==> src/logic/side_log_defs.vh <==
// Purpose: Offsets, field positions and reset values for the side log block
// Assumes: AHB-Lite word-aligned register map, 32-bit data
// Notes: Definitions only
`ifndef SIDE_LOG_DEFS_VH
`define SIDE_LOG_DEFS_VH

// ============================================================
// Register byte addresses
`define OFS_SIDE_LOG 12'h154
`define OFS_STATUS 12'h158
`define OFS_MASK 12'h15C
`define OFS_CTRL 12'h160
`define ADDR_W 12

// ============================================================
// Field positions of the side log register
`define BIT_KIND 18
`define BIT_ATTR_PAR 17
`define BIT_UADDR_PAR 16
`define BIT_LOG_VALID 9

// ============================================================
// Interrupt status and mask bits
`define EV_DATA 0
`define EV_ATTR 1
`define EV_ADDR 2
`define EV_W 3

// ============================================================
// Reset values
`define RST_WORD 32'h0000_0000
`define RST_MASK 3'h0

// ============================================================
// AHB encodings
`define HTRANS_NONSEQ 2'h2
`define HTRANS_SEQ 2'h3

`endif

==> src/logic/parity_error_side_log.v <==
// Purpose: Side log of secondary bus parity and ECC errors
// Assumes: Error events come from same-clock bus logic, one-cycle pulses
// Notes: Sticky fields clear only on power-on reset or by software
//
// Notes on behaviour
// - The kind flag is 1 for a correctable ECC data error, 0 otherwise.
// - The kind flag loads with the data log and rearms on a valid clear.
// - The kind flag means something only while the valid flag is set.
// - The attribute parity field keeps the attribute phase parity bit.
// - Stored parity is the driven one when driving, else the sampled one.
// - The parity fields are meaningful only in PCI-X Mode 1.
// - Attribute parity loads with the header log on attribute errors only.
// - Parity fields hold until software clears the matching status bit.
// - The upper address field keeps second address phase parity.
// - A single address cycle stores zero in the upper address field.
// - Upper address parity loads with the header log on address errors.
// - Capturing a data log sets the valid flag; writing one clears it.
`timescale 1ns/1ps
`include "side_log_defs.vh"

module parity_error_side_log (
  // Clock, enable and resets
  input wire clk_i,
  input wire rst_i,
  input wire pwr_on_rst_i,
  input wire ce_i,
  // AHB-Lite slave
  input wire hsel_i,
  input wire [31:0] haddr_i,
  input wire [1:0] htrans_i,
  input wire hwrite_i,
  input wire [2:0] hsize_i,
  input wire [31:0] hwdata_i,
  input wire hready_i,
  output wire [31:0] hrdata_o,
  output wire hreadyout_o,
  output wire hresp_o,
  // Bus mode and direction
  input wire pcix_mode1_i,
  input wire driving_i,
  // Data error event
  input wire data_err_i,
  input wire data_err_corr_i,
  // Header log events
  input wire attr_err_i,
  input wire addr_err_i,
  input wire dual_addr_i,
  input wire attr_par_drv_i,
  input wire attr_par_rcv_i,
  input wire uaddr_par_drv_i,
  input wire uaddr_par_rcv_i,
  // Header status clears from the uncorrectable status register
  input wire attr_sts_clr_i,
  input wire addr_sts_clr_i,
  // Log state to the rest of the device
  output wire log_valid_o,
  output wire data_log_load_o,
  output wire header_log_load_o,
  // Interrupt
  output wire irq_o
);

  // ==========================================================
  // Sticky log state, cleared only by power-on reset or by software
  reg kind_r;
  reg attr_par_r;
  reg uaddr_par_r;
  reg log_valid_r;
  reg attr_held_r;
  reg addr_held_r;

  // Interrupt state and bus state
  reg [`EV_W-1:0] irq_sts_r;
  reg [`EV_W-1:0] irq_mask_r;
  reg [`ADDR_W-1:0] addr_r;
  reg wr_r;
  reg rd_r;
  reg [31:0] rdata_r;

  wire access;
  wire data_take;
  wire attr_take;
  wire addr_take;
  wire wr_log;
  wire clr_valid;
  wire rd_status;
  wire [31:0] log_word;
  wire [31:0] rd_word;

  // Pick the parity the device drove or the one it sampled
  function pick_par;
    input drv;
    input par_drv;
    input par_rcv;
    begin
      pick_par = drv ? par_drv : par_rcv;
    end
  endfunction

  // ==========================================================
  // Capture qualification
  // Load pulses stay low while the clock enable freezes the state
  assign data_take = ce_i & data_err_i & ~log_valid_r;
  assign attr_take = ce_i & attr_err_i & ~attr_held_r
    & pcix_mode1_i;
  assign addr_take = ce_i & addr_err_i & ~addr_held_r
    & pcix_mode1_i;
  assign data_log_load_o = data_take;
  assign header_log_load_o = attr_take | addr_take;

  // Bus decode: address phase access and status read, data phase log write
  assign access = hsel_i & hready_i & htrans_i[1];
  assign wr_log = wr_r & (addr_r == `OFS_SIDE_LOG);
  assign clr_valid = wr_log & hwdata_i[`BIT_LOG_VALID];
  assign rd_status = access & ~hwrite_i
    & (haddr_i[`ADDR_W-1:0] == `OFS_STATUS);

  // Data log side: kind flag and valid flag
  always @(posedge clk_i or posedge pwr_on_rst_i) begin
    if (pwr_on_rst_i) begin
      kind_r <= 1'b0;
      log_valid_r <= 1'b0;
    end else if (ce_i) begin
      if (data_take) begin
        kind_r <= data_err_corr_i;
        log_valid_r <= 1'b1;
      end else if (clr_valid) begin
        log_valid_r <= 1'b0;
      end
    end
  end

  // Header side parity fields, held until status clear
  always @(posedge clk_i or posedge pwr_on_rst_i) begin
    if (pwr_on_rst_i) begin
      attr_par_r <= 1'b0;
      uaddr_par_r <= 1'b0;
      attr_held_r <= 1'b0;
      addr_held_r <= 1'b0;
    end else if (ce_i) begin
      if (attr_take) begin
        attr_par_r <= pick_par(driving_i, attr_par_drv_i,
          attr_par_rcv_i);
        attr_held_r <= 1'b1;
      end else if (attr_sts_clr_i) begin
        attr_held_r <= 1'b0;
      end
      if (addr_take) begin
        uaddr_par_r <= dual_addr_i & pick_par(driving_i,
          uaddr_par_drv_i, uaddr_par_rcv_i);
        addr_held_r <= 1'b1;
      end else if (addr_sts_clr_i) begin
        addr_held_r <= 1'b0;
      end
    end
  end

  // ==========================================================
  // Interrupt status: events set, a status read clears, set wins
  always @(posedge clk_i or posedge rst_i) begin
    if (rst_i) begin
      irq_sts_r <= {`EV_W{1'b0}};
      irq_mask_r <= `RST_MASK;
    end else if (ce_i) begin
      irq_sts_r <= (rd_status ? {`EV_W{1'b0}} : irq_sts_r)
        | {addr_take, attr_take, data_take};
      if (wr_r && addr_r == `OFS_MASK) begin
        irq_mask_r <= hwdata_i[`EV_W-1:0];
      end
    end
  end

  assign irq_o = |(irq_sts_r & irq_mask_r);

  // ==========================================================
  // AHB-Lite slave: zero wait states, OKAY always
  always @(posedge clk_i or posedge rst_i) begin
    if (rst_i) begin
      addr_r <= {`ADDR_W{1'b0}};
      wr_r <= 1'b0;
      rd_r <= 1'b0;
      rdata_r <= `RST_WORD;
    end else if (ce_i) begin
      wr_r <= access & hwrite_i;
      rd_r <= access & ~hwrite_i;
      addr_r <= haddr_i[`ADDR_W-1:0];
      if (access && !hwrite_i) begin
        rdata_r <= rd_word;
      end
    end
  end

  // Read view of the side log: kind meaningful only while valid
  assign log_word = {13'h0000,
    kind_r & log_valid_r,
    attr_par_r, uaddr_par_r, 6'h00, log_valid_r, 9'h000};

  // Read mux for the address phase
  assign rd_word =
    (haddr_i[`ADDR_W-1:0] == `OFS_SIDE_LOG) ? log_word :
    (haddr_i[`ADDR_W-1:0] == `OFS_STATUS) ? {29'h0, irq_sts_r} :
    (haddr_i[`ADDR_W-1:0] == `OFS_MASK) ? {29'h0, irq_mask_r} :
    (haddr_i[`ADDR_W-1:0] == `OFS_CTRL) ?
      {30'h0, addr_held_r, attr_held_r} : 32'h0000_0000;

  assign hrdata_o = rdata_r;
  assign hreadyout_o = 1'b1;
  assign hresp_o = 1'b0;
  assign log_valid_o = log_valid_r;

endmodule // parity_error_side_log

==> config.mk <==
export PLATFORM = sky130hd
export DESIGN_NAME = parity_error_side_log
export DESIGN_NICKNAME = d
export VERILOG_FILES = /design/src/logic/parity_error_side_log.v
export VERILOG_INCLUDE_DIRS = /design/src /design/src/logic
export SDC_FILE = /design/constraint.sdc
export NUM_CORES = 1
export LEC_CHECK = 0
export BUFFER_PORTS_ARGS = -buffer_cell sky130_fd_sc_hd__buf_4
export CORE_MARGIN = 4
export CORE_UTILIZATION = 36
export CTS_BUF_LIST = sky130_fd_sc_hd__clkbuf_16
export DETAILED_ROUTE_END_ITERATION = 8
export HOLD_SLACK_MARGIN = 0.02
export PLACE_DENSITY = 0.77
export SLEW_MARGIN = 20
export SYNTH_ARGS = -nofsm -noshare
export SYNTH_HDL_FRONTEND = slang
export SYNTH_SLANG_ARGS = --single-unit
==> constraint.sdc <==
create_clock -name clk_i -period 1.4 [get_ports clk_i]
set_clock_uncertainty 0.1 [all_clocks]
set_input_delay 0.14 -clock clk_i [delete_from_list [all_inputs] [get_ports clk_i]]
set_output_delay 0.14 -clock clk_i [all_outputs]
set_load 0.05 [all_outputs]
==> results.sh, run 1 <==
export IMPL_grt_antenna_before_repair=0
export IMPL_worstSetupPathType="reg2reg"
export IMPL_fp_dieH_um=76.1
export IMPL_comb_power_share=0.211
export IMPL_clk_pin_slew_ps=50
export IMPL_syn_avg_cell_area_um2=11.5
export IMPL_startpoint_type="flip-flop"
export IMPL_holdWs_ps=23.5
export IMPL_ys_seq_area_frac=0.480
export IMPL_yosys_register_bits=32
export IMPL_cts_buffers=5
export IMPL_start_util=0.378
export IMPL_holdCritPathClass="in2reg"
export IMPL_fp_dieW_um=76.1
export IMPL_seqPwrFrac=0.405
export IMPL_root_buffer="clkbuf_16"
export IMPL_grt_max_degree=27
export IMPL_slowest_stage="dfrtp_1"
export IMPL_synth_warning_count=0
export IMPL_max_freq_mhz=632
export IMPL_synthArstFlopShare=1.00
export IMPL_ant_nets=0
export IMPL_p_switching_w=0.000731
export IMPL_drcViolationCount=0
export IMPL_vias=1308
export IMPL_insertedDiodeCount=0
export IMPL_cap_violations=0
export IMPL_rows=24
export IMPL_swShare=0.279
export IMPL_grt_pass1_vias=1364
export IMPL_cts_buffer_depth=2
export IMPL_fin_util=0.556
export IMPL_nets=316
export IMPL_io_pins=127
export IMPL_drt_iter0_drc=49
export IMPL_p_leak_nw=1.20
export IMPL_status="finished, violations left"
export IMPL_layout_drive_gt1_share=0.465
export IMPL_netlist_instances=145
export IMPL_min_period_over_period=1.13
export IMPL_synth_main_ff_cell="dfrtp_1"
export IMPL_slew_violations=0
export IMPL_grt_pass1_wl_um=6330
export IMPL_crit_path_max_fanout=3
export IMPL_routed_wl_um=3830
export IMPL_hold_viol_final=0
export IMPL_finalSetupViolCount=5
export IMPL_path_cells="nor4bb_2 -> and4_1 -> nand2_2 -> mux2_2"
export IMPL_ir_drop_mv=0.586
export IMPL_synthesis_area_um2=1670
export IMPL_cts_htree_levels=2
export IMPL_gp_congestion=0.748
export IMPL_internal_power_w=0.00189
export IMPL_final_common_cell="buf_4"
export IMPL_coreArea_um2=4410
export IMPL_layout_common_cells="66 x buf_4, 31 x dfrtp_1, 27 x conb_1"
export IMPL_dieArea_um2=5790
export IMPL_end_kind="flip-flop"
export IMPL_max_stage_delay_ps=390
export IMPL_cp_arrival_ps=1640
export IMPL_synth_edf_count=0
export IMPL_synth_cell_type_count=37
export IMPL_syn2layout_area_growth_pct=47.1
export IMPL_p_per_area_nw_per_um2=1070
export IMPL_overflow=0
export IMPL_fin_ws_ps=-181
export IMPL_dr_pass1_iters=4
export IMPL_vias_per_cell=4.67
export IMPL_grt_usage=0.132
export IMPL_critPathRequiredTime_ps=1450
export IMPL_rsz0062_at_grt="yes"
export IMPL_post_dp_hpwl_um=2900
export IMPL_io_buffers=47
export IMPL_wl_per_cell_um=13.7
export IMPL_violations="negative setup slack"
export IMPL_min_period_ps=1580
export IMPL_p_clk_frac=0.384
export IMPL_cts_tree="done"
export IMPL_insertion_delay_ps=270
export IMPL_clock_sinks=32
## power by group through the flow
stage	combinational, W	sequential [W]	clock [W]
2_1_floorplan	0.000382	0.00108	0
3_3_place_gp	0.000491	0.00107	0
3_5_place_dp	0.000498	0.00108	0
4_1_cts	0.000538	0.00106	0.00102
5_1_grt	0.000597	0.00107	0.00107
6_report	0.000555	0.00106	0.00101
## critical path, delay by kind of cell, from the launching register on
| kind | cells | cell delay, ps |
|---|---|---|
| AND/OR/NAND/NOR | 3 | 690 |
| flip-flops | 1 | 390 |
| multiplexers | 1 | 280 |
## registers in the layout (all words and copies together), names as in the netlist
signal,cells
irq_sts_r,3
addr_r,12
attr_held_r,1
wr_r,1
log_valid_o,1
addr_held_r,1
attr_par_r,1
irq_mask_r,3
kind_r,1
uaddr_par_r,1
hrdata_o,7
## layout make-up
| type | instances | area, µm² |
|---|---|---|
| clock buffers | 5 | 125 |
| fillers | 384 | 1960 |
| well taps | 52 | 65.1 |
| flip-flops and latches | 32 | 802 |
| inverters | 4 | 15.0 |
| repair buffers | 82 | 673 |
| clock inverters | 3 | 13.8 |
| multi-input cells | 102 | 761 |
## through the flow
step	total power (W)	setup slack [ps]	std cells	setup TNS [ps]	area (µm²)
after CTS	0.00262	-161	279	-646	2420
after global placement	0.00157	-228	254	-2080	2110
after floorplan	0.00146	-73.3	170	-278	1780
after global routing	0.00273	-275	280	-1240	2450
after detailed placement	0.00158	-247	254	-2330	2110
final	0.00262	-181	280	-724	2450
## metal layers
layer / vias up / part of all wire / track usage
met5: - / 0 / 0
met2: 51 / 0.48 / 0.210
met4: 0 / 0.0029 / 0.0262
met1: 627 / 0.43 / 0.173
met3: 3 / 0.086 / 0.0496
li1: 627 / - / -
## cells in the mapped netlist, drive strengths merged (2+ instances only)
master,n,area (µm²)
mux2i,3,30.0
nor4b,2,32.5
a2bb2oi,2,17.5
a21bo,2,20.0
buf,30,216
dfrtp,32,801
inv,4,15.0
a21o,2,15.0
nand4b,2,17.5
clkbuf,2,7.51
nand3b,3,22.5
conb,2,7.51
o31ai,4,30.0
a22o,4,35.0
mux2,16,180
nor2b,3,18.8
nor3,2,15.0
nor4bb,3,30.0
nand2,14,55.1
## cell families after synthesis
logic type,Yosys count,share of synthesized area
AND/OR/NAND/NOR,37,0.152
other,2,0.00450
buffers and inverters,36,0.143
AO/OA/AOI/OAI,19,0.0945
multiplexers,19,0.126
flip-flops,32,0.480
## final timing paths
check | startpoint | to | slack (ps) | cells after the start
max | addr_r[1] | irq_mask_r[1] | -180 | 4
min | haddr_i[6] | addr_r[6] | 20 | 2
max reg2reg | addr_r[1] | irq_mask_r[1] | -180 | 4
min reg2reg | attr_par_r | attr_par_r | 390 | 2
max in group asynchronous | rst_i | hrdata_o[17] | 570 | 4
min in group asynchronous | pwr_on_rst_i | log_valid_o | 240 | 3
## what timing repair did
item / 4_1_cts / 5_1_grt
resized for setup: 5 / 5
hold endpoints to repair: 42 / 0
hold buffers: 12 / 0
endpoints found under the setup margin: 7 / 10
pin swaps: 6 / 6
buffers inserted: 5 / 1
Power figures use the tool's default switching activity.
==> inputs of run 2 (changes only) <==
Settings changed: CORE_ASPECT_RATIO set to 1.75, CTS_CLUSTER_SIZE set to 12.
==> run 2 against run 1 <==
Effect of this change: the flow still finishes with violations (negative setup slack); setup slack better by 50 ps; register-to-register slack better by 70 ps; combinational power up 2%; critical path depth down 1; non-clock buffer count up 2; power up 7.3%; sequential share of layout area down 0.28 points; via count up 1.4%; maximum frequency up 3.3%; routed wire length up 3.7%; sequential cell count unchanged; cell count up 0.36%; critical path type is now reg2out.
==> results.sh, run 2 (synthesis gave the netlist of run 1 again) <==
export IMPL_critPathRequiredTime_ps=1160
export IMPL_grt_pass1_vias=1289
export IMPL_grt_use_met3=0.0357
export IMPL_io_pins=127
export IMPL_final_common_cell="buf_4"
export IMPL_multiInputGateArea_um2=754
export IMPL_p_leak_nw=1.23
export IMPL_grt_pass1_wl_um=6160
export IMPL_grt_busiest_layer="met2"
export IMPL_violations="negative setup slack"
export IMPL_fin_util=0.557
export IMPL_io_buffers=47
export IMPL_layout_drive_gt1_share=0.452
export IMPL_start_util=0.376
export IMPL_grt_use_met1=0.157
export IMPL_grtUsageMet2=0.250
export IMPL_fp_dieH_um=98.1
export IMPL_dp_slack_ps=-227
export IMPL_power_total_w=0.00282
export IMPL_coreArea_um2=4440
export IMPL_routed_wl_um=3970
export IMPL_clock_sinks=32
export IMPL_status="finished, violations left"
export IMPL_dr_pass1_iters=4
export IMPL_min_period_over_period=1.09
export IMPL_max_stage_delay_ps=380
export IMPL_drt_iter0_drc=33
export IMPL_end_kind="output pin"
export IMPL_ant_nets=0
export IMPL_root_buffer="clkbuf_16"
export IMPL_rows=32
export IMPL_min_period_ps=1530
export IMPL_rrSetupSlack_ps=-110
export IMPL_timing_rr_start="addr_r[11]"
export IMPL_cp_startpoint="irq_mask_r[2]"
export IMPL_worstSetupPathType="reg2out"
export IMPL_setup_tns_ps=-457
export IMPL_fp_dieW_um=59.5
export IMPL_p_per_area_nw_per_um2=1140
export IMPL_holdCritPathClass="in2reg"
export IMPL_nFillCells=376
export IMPL_max_freq_mhz=653
export IMPL_cts_tree="done"
export IMPL_holdWs_ps=40.0
export IMPL_finalSetupViolCount=5
export IMPL_insertedDiodeCount=0
export IMPL_drcViolationCount=0
export IMPL_post_dp_hpwl_um=3000
export IMPL_layout_common_cells="68 x buf_4, 31 x dfrtp_1, 27 x conb_1"
export IMPL_clk_pin_slew_ps=50
export IMPL_nets=318
export IMPL_hold_viol_final=0
export IMPL_wl_per_cell_um=14.1
export IMPL_vias=1326
export IMPL_vias_per_cell=4.72
export IMPL_fin_ws_ps=-131
export IMPL_largest_register_ffs=12
export IMPL_rsz0062_at_grt="yes"
export IMPL_grt_usage=0.142
export IMPL_reg2reg_to="irq_mask_r[0]"
export IMPL_slew_violations=0
export IMPL_grt_max_degree=27
export IMPL_path_cells="a222oi_1 -> inv_1 -> buf_6"
export IMPL_cts_htree_levels=2
export IMPL_critical_path_endpoint="irq_o"
export IMPL_startpoint_type="flip-flop"
export IMPL_cp_arrival_ps=1290
export IMPL_reg2regPathDepth=4
export IMPL_gp_congestion=0.720
export IMPL_regArea_um2=802
export IMPL_slowest_stage="dfrtp_1"
export IMPL_insertion_delay_ps=270
export IMPL_top_register="addr_r"
export IMPL_cts_buffer_depth=2
export IMPL_syn2layout_area_growth_pct=48.4
export IMPL_ir_drop_mv=0.784
export IMPL_cts_buffers=5
export IMPL_cap_violations=0
export IMPL_crit_path_max_fanout=2
export IMPL_overflow=0
export IMPL_grt_antenna_before_repair=0
export IMPL_dieArea_um2=5830
==> run 2: cell count changes in the layout (fill, tap and decap cells not counted), sizes merged <==
cell,before,now
buf,70,71
bufinv,0,1
clkinv,3,2
dlygate4sd3,12,13
==> run 2: worst min-delay path by stage <==
| stage | startpoint | endpoint | cells past startpoint |
|---|---|---|---|
| 6_report | addr_sts_clr_i | addr_held_r | 4 |
| 5_1_grt | haddr_i[5] | addr_r[5] | 2 |
| 4_1_cts | haddr_i[11] | addr_r[11] | 2 |
| 3_5_place_dp | pwr_on_rst_i | kind_r | 2 |
| 3_3_place_gp | pwr_on_rst_i | attr_par_r | 2 |
| 2_1_floorplan | pwr_on_rst_i | addr_held_r | 1 |
==> run 2: final cells by class <==
type	count	share of cell area
Clock inverter	3	0.0152
Tap cell	51	0.0258
Multi-Input combinational cell	102	0.305
Clock buffer	5	0.0505
Inverter	4	0.00606
Timing Repair Buffer	84	0.274
Sequential cell	32	0.324
==> run 2: metal layers <==
layer / wire, µm / vias to the layer above / share of wire
li1: - / 633 / -
met1: 1390 / 631 / 0.35
met2: 2200 / 57 / 0.55
met3: 322 / 5 / 0.081
met4: 58 / 0 / 0.015
met5: 0 / - / 0
==> run 2: worst max-delay path, delay by kind of cell (launching register included) <==
family | cells | cell delay [ps]
compound gates | 1 | 370
flops | 1 | 380
buf+inv | 2 | 260
==> run 2: per-stage QoR <==
| step | cell area, µm² | std cells |
|---|---|---|
| finish | 2480 | 281 |
| global route | 2480 | 281 |
| CTS | 2420 | 277 |
| detailed placement | 2080 | 251 |
| global placement | 2080 | 251 |
| floorplan | 1780 | 170 |
==> run 2: repair_timing <==
action                     in CTS  in global routing
setup buffers                   6                  3
hold buffers                   12                  1
pin swaps                       7                  3
hold endpoints to repair       42                  1
setup endpoints to repair       7                 16
gates resized for setup         5                  4
==> run 2: power by group <==
group / leakage [nW] / switching (W) / internal [W]
clock network: 0.0789 / 0.000364 / 0.000825
registers: 0.393 / 0.0000513 / 0.00101
logic: 0.758 / 0.000319 / 0.000248
total: 1.23 / 0.000733 / 0.00208
==> inputs of run 3 (changes only) <==
Settings changed: CTS_CLUSTER_DIAMETER set to 120.
Clock period 1.4 ns to 1.29 ns, I/O delays scaled along.
==> run 3 against run 2 <==
Effect of this change: the run still ends with negative setup slack left; worst hold slack worse by 6.8 ps; power is 2.4% higher; final area is 4.2% higher; highest routed layer unchanged.
==> results.sh, run 3 (synthesis gave the netlist of run 1 again) <==
export IMPL_status="finished, violations left"
export IMPL_violations="negative setup slack"
export IMPL_rrSetupSlack_ps=-280
export IMPL_ir_drop_mv=0.931
export IMPL_final_common_cell="buf_4"
export IMPL_finalSetupViolCount=7
export IMPL_crit_path_max_fanout=3
export IMPL_coreArea_um2=4440
export IMPL_cts_buffers=5
export IMPL_p_leak_nw=1.28
export IMPL_startpoint_type="flip-flop"
export IMPL_dp_cells=260
export IMPL_dieArea_um2=5830
export IMPL_min_period_ps=1570
export IMPL_cts_buffer_depth=2
export IMPL_stdcell_count=289
export IMPL_routed_wl_um=4190
export IMPL_max_stage_delay_ps=390
export IMPL_rsz0062_at_grt="yes"
export IMPL_clock_sinks=32
export IMPL_drcViolationCount=0
export IMPL_insertedDiodeCount=0
export IMPL_ant_nets=0
export IMPL_dr_pass1_iters=4
export IMPL_wl_per_cell_um=14.5
export IMPL_root_buffer="clkbuf_16"
export IMPL_slowest_stage="dfrtp_1"
export IMPL_slew_violations=0
export IMPL_cp_arrival_ps=1620
export IMPL_max_freq_mhz=638
export IMPL_grt_usage=0.152
export IMPL_fp_dieW_um=59.5
export IMPL_fin_ws_ps=-277
export IMPL_end_kind="flip-flop"
export IMPL_io_buffers=47
export IMPL_grt_pass1_wl_um=6560
export IMPL_post_dp_hpwl_um=3110
export IMPL_layout_common_cells="68 x buf_4, 31 x dfrtp_1, 27 x conb_1"
export IMPL_syn2layout_area_growth_pct=54.6
export IMPL_critPathRequiredTime_ps=1350
export IMPL_cap_violations=0
export IMPL_start_util=0.376
export IMPL_holdCritPathClass="in2reg"
export IMPL_vias_per_cell=4.64
export IMPL_min_period_over_period=1.21
export IMPL_rows=32
export IMPL_drt_iter0_drc=24
export IMPL_path_cells="nor4bb_2 -> and4_1 -> nand2_2 -> mux2_2"
export IMPL_nets=327
export IMPL_largest_register_ffs=12
export IMPL_io_pins=127
export IMPL_cts_tree="done"
export IMPL_fp_dieH_um=98.1
export IMPL_top_register="addr_r"
export IMPL_p_per_area_nw_per_um2=1120
export IMPL_clk_pin_slew_ps=50
export IMPL_grt_antenna_before_repair=0
export IMPL_grt_pass1_vias=1392
export IMPL_insertion_delay_ps=270
export IMPL_worstSetupPathType="reg2reg"
export IMPL_setup_tns_ps=-1330
export IMPL_vias=1340
export IMPL_cts_htree_levels=2
export IMPL_layout_drive_gt1_share=0.483
export IMPL_overflow=0
export IMPL_fin_util=0.581
export IMPL_grt_max_degree=27
export IMPL_gp_congestion=0.771
export IMPL_hold_viol_final=0
[run 3: path summary, 6_finish.rpt]
path | startpoint | to | cells past startpoint
max | addr_r[10] | irq_mask_r[0] | 4
min | haddr_i[3] | addr_r[3] | 2
max reg2reg | addr_r[10] | irq_mask_r[0] | 4
min reg2reg | hrdata_o[0] | hrdata_o[0] | 2
max in group asynchronous | rst_i | wr_r | 4
min in group asynchronous | pwr_on_rst_i | uaddr_par_r | 3
[run 3: power breakdown]
group	internal (W)	switching [W]
logic	0.000305	0.000366
clock network	0.000687	0.000377
registers	0.00110	0.0000516
[run 3: layout make-up]
class | instances | area, µm²
Fill cell | 378 | 1860
Sequential cell | 32 | 802
Multi-Input combinational cell | 102 | 783
Timing Repair Buffer | 93 | 783
Clock buffer | 5 | 125
Tap cell | 51 | 63.8
Inverter | 4 | 15.0
Clock inverter | 2 | 7.51
[run 3: stage by stage]
stage	total power (W)	hold slack (ps)	setup WS, ps	instance area [µm²]
2_1_floorplan	0.00159	-180	-181	1800
3_3_place_gp	0.00173	-30.0	-291	2160
3_5_place_dp	0.00174	-36.8	-314	2160
4_1_cts	0.00288	24.9	-284	2500
5_1_grt	0.00301	37.3	-390	2580
6_report	0.00288	33.1	-277	2580
[run 3: repair_timing]
action | CTS | global route
gates resized for setup | 11 | 12
pin swaps | 9 | 8
endpoints found under the hold margin | 43 | 0
setup endpoints to repair | 10 | 17
hold buffers | 13 | 0
setup buffers | 7 | 3
[run 3: per-layer routing]
| metal | vias up | part of all wire | track usage |
|---|---|---|---|
| met5 | - | 0 | 0 |
| met1 | 645 | 0.34 | 0.155 |
| met2 | 49 | 0.58 | 0.278 |
| met4 | 0 | 0.017 | 0.0628 |
| met3 | 5 | 0.069 | 0.0357 |
| li1 | 641 | - | - |
[run 3: critical path: cells and delay by family (launching register included)]
family        cells  cell delay [ps]
flops             1              390
mux               1              280
simple gates      3              690
